===== config.mk =====
export PLATFORM = sky130hd
export DESIGN_NAME = uirc_codec
export DESIGN_NICKNAME = d
export VERILOG_FILES = /design/src/hdl/uirc_pkg.sv /design/src/hdl/uirc_codec.sv /design/src/hdl/uirc_fifo.sv
export SDC_FILE = /design/constraint.sdc
export NUM_CORES = 1
export LEC_CHECK = 0
export BUFFER_PORTS_ARGS = -buffer_cell sky130_fd_sc_hd__buf_2
export CAP_MARGIN = 10
export CORE_ASPECT_RATIO = 1.2
export CORE_UTILIZATION = 40
export CTS_CLUSTER_SIZE = 14
export DETAILED_ROUTE_END_ITERATION = 8
export GPL_ROUTABILITY_DRIVEN = 0
export PLACE_DENSITY_LB_ADDON = 0.2
export SKIP_LAST_GASP = 1
export SLEW_MARGIN = 0
export SYNTH_ARGS = -nofsm -noshare
export SYNTH_HDL_FRONTEND = slang
export SYNTH_SLANG_ARGS = --single-unit

===== constraint.sdc =====
create_clock -name ref_clk -period 4 [get_ports ref_clk]
set_input_delay 0.2 -clock ref_clk [delete_from_list [all_inputs] [get_ports ref_clk]]
set_output_delay 0.2 -clock ref_clk [all_outputs]
set_load 0.01 [all_outputs]

===== src/hdl/uirc_pkg.sv =====
// Constants and types for the UART / infrared pulse codec.
// Assumes one 25 MHz system clock; the 16x bit clock arrives as a pin.
package uirc_pkg;
    // System clock
    localparam int CLK_HZ          = 25000000;
    // Bit clock ticks per serial bit, and bits per frame (start, 8 data, stop)
    localparam int BIT_TICKS       = 16;
    localparam int DATA_BITS       = 8;
    localparam int FRAME_BITS      = DATA_BITS + 2;
    // Encoder pulse placement in bit clock ticks
    localparam logic [3:0] ENC_PULSE_START = 4'h7;
    localparam logic [3:0] ENC_PULSE_TICKS = 4'h3;
    localparam logic [3:0] ENC_PULSE_END   = ENC_PULSE_START + ENC_PULSE_TICKS;
    // Decoder: phase at which a bit's level is decided
    localparam logic [3:0] DEC_LATCH_PHASE = 4'h3;
    // Pulse-width limiter: 4.00 us, longest time rounds down
    localparam int LIM_NS          = 4000;
    localparam int LIM_CYC         = (LIM_NS * (CLK_HZ / 1000000)) / 1000;
    // Reset noise filter length in system clocks
    localparam int RST_FILT_CYC    = 4;
    // Reset levels of the outputs
    localparam logic RX_RESET_LEVEL = 1'b1;
    localparam logic IR_RESET_LEVEL = 1'b0;
    // Buffer geometry
    localparam int BUF_DEPTH       = 2;

    // One decoded bit travelling toward the host output stage
    typedef struct packed {
        logic level;
    } uirc_bit_t;

    typedef enum logic [0:0] {
        UIRC_IDLE = 1'b0,
        UIRC_BUSY = 1'b1
    } uirc_state_t;
endpackage : uirc_pkg


===== src/hdl/uirc_codec.sv =====
// Top level of the UART / infrared pulse codec: encoder, decoder, reset filter.
// Assumes all pins synchronous to ref_clk; bit_clock_in runs at 16x the baud rate.
`timescale 1ns/1ps
`default_nettype none
module uirc_codec (
    // System clock and reset pin
    input  wire logic ref_clk,
    input  wire logic rst_n,
    // Bit clock pin
    input  wire logic bit_clock_in,
    // Host serial side
    input  wire logic host_tx_in,
    output logic      host_rx_out,
    // Infrared transceiver side
    input  wire logic ir_pulse_in,
    output logic      ir_pulse_out
);
    import uirc_pkg::*;

    // Reset noise filter
    logic [RST_FILT_CYC-1:0] rst_hist;
    logic [RST_FILT_CYC-1:0] next_rst_hist;
    logic                    in_reset;
    logic                    next_in_reset;

    always_comb begin
        next_rst_hist = {rst_hist[RST_FILT_CYC-2:0], rst_n};
        next_in_reset = in_reset;
        if (rst_hist == '0) begin
            next_in_reset = 1'b1;
        end else if (&rst_hist) begin
            next_in_reset = 1'b0;
        end
    end

    always_ff @(posedge ref_clk) begin
        rst_hist <= next_rst_hist;
        in_reset <= next_in_reset;
    end

    // Bit clock edge to one-cycle tick
    logic bclk_q;
    logic next_bclk_q;
    logic tick;
    assign tick = bit_clock_in && !bclk_q;

    // Held high in reset so a clock already high gives no false tick
    always_comb begin
        next_bclk_q = in_reset ? 1'b1 : bit_clock_in;
    end

    always_ff @(posedge ref_clk) begin
        bclk_q <= next_bclk_q;
    end

    function automatic logic last_bit(input logic [3:0] phase, input logic [3:0] bits);
        last_bit = (phase == 4'hf) && (bits == 4'(FRAME_BITS - 1));
    endfunction : last_bit

    // Encoder
    uirc_state_t enc_state;
    uirc_state_t next_enc_state;
    logic [3:0]  enc_phase;
    logic [3:0]  next_enc_phase;
    logic [3:0]  enc_bits;
    logic [3:0]  next_enc_bits;
    logic        enc_level;
    logic        next_enc_level;
    logic        next_ir_out;
    logic [7:0]  lim_cnt;
    logic [7:0]  next_lim_cnt;

    always_comb begin
        next_enc_state = enc_state;
        next_enc_phase = enc_phase;
        next_enc_bits  = enc_bits;
        next_enc_level = enc_level;
        next_ir_out    = ir_pulse_out;
        next_lim_cnt   = ir_pulse_out ? 8'(lim_cnt + 1'b1) : 8'h00;
        case (enc_state)
            UIRC_IDLE: begin
                if (tick && !host_tx_in) begin
                    next_enc_state = UIRC_BUSY;
                    next_enc_phase = 4'h1;
                    next_enc_bits  = 4'h0;
                    next_enc_level = 1'b0;
                end
            end
            UIRC_BUSY: begin
                if (tick) begin
                    next_enc_phase = 4'(enc_phase + 1'b1);
                    if (enc_phase == ENC_PULSE_START && !enc_level) begin
                        next_ir_out = 1'b1;
                    end else if (enc_phase == ENC_PULSE_END) begin
                        next_ir_out = 1'b0;
                    end
                    if (last_bit(enc_phase, enc_bits)) begin
                        next_enc_state = UIRC_IDLE;
                    end else if (enc_phase == 4'hf) begin
                        next_enc_bits  = 4'(enc_bits + 1'b1);
                        next_enc_level = host_tx_in;
                    end
                end
            end
            default: begin
                next_enc_state = UIRC_IDLE;
            end
        endcase
        if (ir_pulse_out && lim_cnt >= 8'(LIM_CYC - 1)) begin
            next_ir_out = 1'b0;
        end
    end

    always_ff @(posedge ref_clk) begin
        if (in_reset) begin
            enc_state    <= UIRC_IDLE;
            enc_phase    <= 4'h0;
            enc_bits     <= 4'h0;
            enc_level    <= 1'b1;
            ir_pulse_out <= IR_RESET_LEVEL;
            lim_cnt      <= 8'h00;
        end else begin
            enc_state    <= next_enc_state;
            enc_phase    <= next_enc_phase;
            enc_bits     <= next_enc_bits;
            enc_level    <= next_enc_level;
            ir_pulse_out <= next_ir_out;
            lim_cnt      <= next_lim_cnt;
        end
    end

    // Decoder
    uirc_state_t dec_state;
    uirc_state_t next_dec_state;
    logic [3:0]  dec_phase;
    logic [3:0]  next_dec_phase;
    logic [3:0]  dec_bits;
    logic [3:0]  next_dec_bits;
    logic        low_seen;
    logic        next_low_seen;
    logic        pend_valid;
    logic        next_pend_valid;
    uirc_bit_t   pend_bit;
    uirc_bit_t   next_pend_bit;
    logic        buf_in_ready;

    always_comb begin
        next_dec_state  = dec_state;
        next_dec_phase  = dec_phase;
        next_dec_bits   = dec_bits;
        next_low_seen   = low_seen;
        next_pend_valid = pend_valid && !buf_in_ready;
        next_pend_bit   = pend_bit;
        case (dec_state)
            UIRC_IDLE: begin
                if (tick && !ir_pulse_in) begin
                    next_dec_state = UIRC_BUSY;
                    next_dec_phase = 4'h1;
                    next_dec_bits  = 4'h0;
                    next_low_seen  = 1'b1;
                end
            end
            UIRC_BUSY: begin
                if (tick) begin
                    next_dec_phase = 4'(dec_phase + 1'b1);
                    if (!ir_pulse_in) begin
                        next_low_seen = 1'b1;
                    end
                    if (dec_phase == DEC_LATCH_PHASE) begin
                        next_pend_valid     = 1'b1;
                        next_pend_bit.level = ir_pulse_in && !low_seen;
                        next_low_seen       = 1'b0;
                    end
                    if (last_bit(dec_phase, dec_bits)) begin
                        next_dec_state = UIRC_IDLE;
                    end else if (dec_phase == 4'hf) begin
                        next_dec_bits = 4'(dec_bits + 1'b1);
                    end
                end
            end
            default: begin
                next_dec_state = UIRC_IDLE;
            end
        endcase
    end

    always_ff @(posedge ref_clk) begin
        if (in_reset) begin
            dec_state  <= UIRC_IDLE;
            dec_phase  <= 4'h0;
            dec_bits   <= 4'h0;
            low_seen   <= 1'b0;
            pend_valid <= 1'b0;
            pend_bit   <= '{level: 1'b1};
        end else begin
            dec_state  <= next_dec_state;
            dec_phase  <= next_dec_phase;
            dec_bits   <= next_dec_bits;
            low_seen   <= next_low_seen;
            pend_valid <= next_pend_valid;
            pend_bit   <= next_pend_bit;
        end
    end

    // Two-entry buffer between decoder and host output stage
    uirc_bit_t  buf_out;
    logic       buf_out_valid;
    logic       buf_out_ready;

    uirc_fifo #(
        .WIDTH ($bits(uirc_bit_t)),
        .DEPTH (BUF_DEPTH)
    ) u_rx_buf (
        .ref_clk   (ref_clk),
        .clr       (in_reset),
        .in_valid  (pend_valid),
        .in_ready  (buf_in_ready),
        .in_data   (pend_bit),
        .out_valid (buf_out_valid),
        .out_ready (buf_out_ready),
        .out_data  (buf_out)
    );

    // Host output stage holds each level for one full bit time
    logic [3:0] hold_cnt;
    logic [3:0] next_hold_cnt;
    logic       next_rx_out;

    assign buf_out_ready = tick && (hold_cnt == 4'h0);

    always_comb begin
        next_hold_cnt = hold_cnt;
        next_rx_out   = host_rx_out;
        if (tick) begin
            if (hold_cnt != 4'h0) begin
                next_hold_cnt = 4'(hold_cnt - 1'b1);
            end else if (buf_out_valid) begin
                next_rx_out   = buf_out.level;
                next_hold_cnt = 4'(BIT_TICKS - 1);
            end else begin
                next_rx_out   = 1'b1;
            end
        end
    end

    always_ff @(posedge ref_clk) begin
        if (in_reset) begin
            hold_cnt    <= 4'h0;
            host_rx_out <= RX_RESET_LEVEL;
        end else begin
            hold_cnt    <= next_hold_cnt;
            host_rx_out <= next_rx_out;
        end
    end
endmodule : uirc_codec
`default_nettype wire


===== src/hdl/uirc_fifo.sv =====
// Small synchronous FIFO with valid/ready on both sides.
// Assumes a synchronous active-high clear from the owner.
`timescale 1ns/1ps
`default_nettype none
module uirc_fifo #(
    parameter int WIDTH = 1,
    parameter int DEPTH = 2
) (
    // Clock and clear
    input  wire logic             ref_clk,
    input  wire logic             clr,
    // Fill side
    input  wire logic             in_valid,
    output logic                  in_ready,
    input  wire logic [WIDTH-1:0] in_data,
    // Drain side
    output logic                  out_valid,
    input  wire logic             out_ready,
    output logic [WIDTH-1:0]      out_data
);
    localparam int PW = (DEPTH > 1) ? $clog2(DEPTH) : 1;
    localparam int CW = PW + 1;
    localparam logic [PW:0] FULL_CNT = CW'(DEPTH);

    logic [WIDTH-1:0] mem [DEPTH];
    logic [PW-1:0]    wr_ptr;
    logic [PW-1:0]    rd_ptr;
    logic [PW:0]      count;
    logic [PW-1:0]    next_wr_ptr;
    logic [PW-1:0]    next_rd_ptr;
    logic [PW:0]      next_count;
    logic             push;
    logic             pop;

    function automatic logic [PW-1:0] bump(input logic [PW-1:0] p);
        bump = (p == PW'(DEPTH - 1)) ? '0 : PW'(p + 1'b1);
    endfunction : bump

    assign in_ready  = (count != FULL_CNT);
    assign out_valid = (count != '0);
    assign out_data  = mem[rd_ptr];
    assign push      = in_valid && in_ready;
    assign pop       = out_valid && out_ready;

    always_comb begin
        next_wr_ptr = push ? bump(wr_ptr) : wr_ptr;
        next_rd_ptr = pop ? bump(rd_ptr) : rd_ptr;
        next_count  = count;
        if (push && !pop) begin
            next_count = CW'(count + 1'b1);
        end else if (pop && !push) begin
            next_count = CW'(count - 1'b1);
        end
    end

    always_ff @(posedge ref_clk) begin
        if (clr) begin
            wr_ptr <= '0;
            rd_ptr <= '0;
            count  <= '0;
        end else begin
            wr_ptr <= next_wr_ptr;
            rd_ptr <= next_rd_ptr;
            count  <= next_count;
        end
    end

    always_ff @(posedge ref_clk) begin
        if (push) begin
            mem[wr_ptr] <= in_data;
        end
    end
endmodule : uirc_fifo
`default_nettype wire


==> key figures <==
Worst setup path
  – CP arrival: between 2000 and 3000 ps
  – RR Startpoint: hold_cnt[0]$_SDFFE_PP0P_
  – Critical path class: flip-flop to flip-flop
  – Critical path peak fanout: 5
  – Critical Path Start: hold_cnt[0]$_SDFFE_PP0P_
  – Critical path data required time: around 4200 ps
  – Endpoint class of the critical path: flip-flop
  – Startpoint Class: flip-flop

Placement
  – Port bufs: 6
  – DP HPWL: 2660 um
  – Setup WS pre-CTS: 1610 ps
  – Post-Place Cells: 310

CTS
  – Clk sinks: roughly 50
  – Clk slew on worst S/H paths: about 90 ps
  – Later-pin clock latency in the skew report: 300 ps
  – CTS max path bufs: 2
  – Post-CTS Resized: 0
  – Clock buffer count from CTS: 5
  – CTS tree: yes
  – Post-CTS Setup Bufs: 0
  – H-tree lvl count: 2
  – Clk root buf: clkbuf_8

Yosys
  – Yosys top cell area share: 0.428
  – Ys flop type: dfxtp_1
  – Register area share after synthesis: 0.455
  – Ys async rst share: 0
  – Syn Area/Cell: 8.80 um^2
  – Post-synthesis cell type count: 47
  – Synth warn: 0
  – Synthesized cell area: approximately 2200 um^2
  – Syn Nets: about 270
  – Synth Register Bits: 49
  – Synth top area cells: dfxtp_1 (43%), ha_1 (5.7%), nor2_1 (5.3%), o21ai_0 (5.0%), a21oi_1 (2.7%)
  – Yosys top cell by area: dfxtp_1
  – Syn Inst Count: 250
  – EDFF count, synth: 2

STA
  – F_max: ~420 MHz
  – Worst slew pin tran: between 600 and 700 ps
  – Fin crit share: 0.600
  – Number of setup violations in the final report: 0
  – Hold Vio Cnt, Final: 0
  – Fin. max-slew vios: 0
  – Total Neg Setup Slack: 0 ps
  – Final Worst Setup Slack: 1600 ps
  – Clock skew: 6.83 ps
  – Slew headroom: 0.570
  – Crit path time final: 2400 ps
  – Hold slack: 148 ps
  – RSZ-0062 raised after global routing: false

Power
  – Sequential power share: 0.526
  – Switching power share of the total: 0.283
  – Sw Pwr: 340 uW
  – Cell internal pwr: 862 uW
  – VDD IR-drop max: 0.000212 V
  – Pwr dens: roughly 500 nW/um^2
  – Clk pwr share: 0.303
  – Leak: around 0.9 nW
  – Comb pwr share: 0.171

Hold path
  – Worst Min Path Start: bit_clock_in
  – Hold Crit Class: primary input to flip-flop

Route
  – Initial DRC Count: 73
  – Vias: 1714
  – Wire per inst: 11.9 um
  – WL final: 3790 um
  – TritonRoute pass-1 iters: 4
  – ANT nets after route: 0
  – Post-route DRC: 0
  – Avg Vias per Cell: roughly 5.4

Floorplan
  – Initial core utilization: 0.415
  – IO Pins: 7
  – Die area: 5800 um^2
  – Die X-Extent: between 60 and 70 um
  – DIE HEIGHT: 83.3 um
  – Core area: 5300 um^2
  – Rows: 29

Cells and area
  – Share of layout cells above drive strength 1: 0.0739
  – Fill count: 534
  – Diode count: 0
  – Non-filler instance count after layout: 319
  – Area delta synth->final: 9.21%
  – Nets: 271

GRT
  – GRT Util Overall: 0.146
  – Antenna violations before repair: 0
  – GRT Residual Overflow: 0
  – Vias in the first global route: between 1500 and 2000
  – First-pass GRT wire length: ~7000 um
  – Largest net degree at the start of global routing: 20

Run
  – Max_cap viols: 0

Run status
  – Outcome: finished clean
-- Yosys cell counts, types with 7 or more instances --
master    count
nor2_1       31
nand3_1       9
ha_1         10
inv_1        10
clkbuf_1      7
nand2_1      13
o21ai_0      22
dfxtp_1      47
nand2b_1      9
nor3_1       11
a21oi_1      12
-- layer usage --
metal  vias up  wire (um)  global-route usage
li1        904          -                   -
met1       789       1880               0.190
met2        14       1740               0.237
met3         7        112              0.0328
met4         0         61              0.0545
met5         -          0                   0
-- per-stage QoR --
step | power (mW) | area (um^2) | util
after global placement | 0.844 | 2270 | 0.429
after detailed placement | 0.848 | 2270 | 0.429
after global routing | 1.28 | 2400 | 0.454
after CTS | 1.22 | 2400 | 0.454
final | 1.20 | 2400 | 0.454
after floorplan | 0.800 | 2200 | -
-- registers in the layout, indices dropped and copies added, names as in the netlist, 2 cells and up, named ones only --
name            count
dec_bits            4
enc_bits            4
lim_cnt             8
dec_phase           4
hold_cnt            4
enc_phase           4
rst_hist            4
u_rx_buf.count      2
u_rx_buf.mem        2
-- final cells by class --
type / count / area (um^2) / share of cell area
clock inverters: 2 / 37.5 / 0.0156
clock buffers: 6 / 82.6 / 0.0344
repair buffers: 8 / 47.5 / 0.0198
inverters: 10 / 37.5 / 0.0156
well taps: 62 / 77.6 / 0.0323
flip-flops and latches: 49 / 1000 / 0.416
multi-input cells: 182 / 1120 / 0.466
-- path summary, 6_finish.rpt --
path	slack [ps]	to	depth (start not counted)
min	150	bclk_q$_SDFF_PP1_	2
max reg2reg	1600	u_rx_buf.count[1]$_SDFFE_PP0P_	8
min reg2reg	360	rst_hist[2]$_DFF_P_	0
max	1600	u_rx_buf.count[1]$_SDFFE_PP0P_	8
-- cells in the final DEF (no fill, tap or decap), types with 3 or more instances in the layout --
cell type and instances:
dfxtp_1 47, nor2_1 31, o21ai_0 22, nand2_1 13, a21oi_1 12, nor3_1 11
inv_1 10, ha_1 10, nand2b_1 9, nand3_1 9, clkbuf_8 6, buf_2 6
nand3b_1 5, or3_1 5, xor2_1 5, o41ai_1 4, nor2b_1 4, nand4_1 3
nor4_1 3, xnor2_1 3, a211oi_1 3
-- what timing repair did --
| item | in CTS | in global routing |
|---|---|---|
| hold endpoints to repair | 1 | 0 |
| endpoints found under the setup margin | 0 | 0 |
| hold buffers | 1 | 0 |
-- cell families after synthesis --
logic type,share of synthesized area
xor gates and xnor gates,0.0318
and+or+nand+nor,0.248
muxes,0.00512
AOI/OAI and AO/OA,0.167
DFF,0.455
adders and majority gates,0.0569
buffers and inverters,0.0364
-- power by group through the flow --
| stage | clock, mW | sequential, mW | combinational [mW] |
|---|---|---|---|
| 6_report | 0.364 | 0.633 | 0.206 |
| 5_1_grt | 0.398 | 0.648 | 0.239 |
| 4_1_cts | 0.381 | 0.633 | 0.207 |
| 3_5_place_dp | 0 | 0.644 | 0.204 |
| 3_3_place_gp | 0 | 0.642 | 0.202 |
| 2_1_floorplan | 0 | 0.618 | 0.182 |
-- critical path, cell delays in order, from the launching register on --
cell and delay (ps):
dfxtp_1 340, inv_1 60, ha_1 190, or3b_2 510, nor3_1 290, inv_1 80
ha_1 330, or3_1 380, a21oi_1 140
Note: power is estimated with default switching activity, not from simulation.
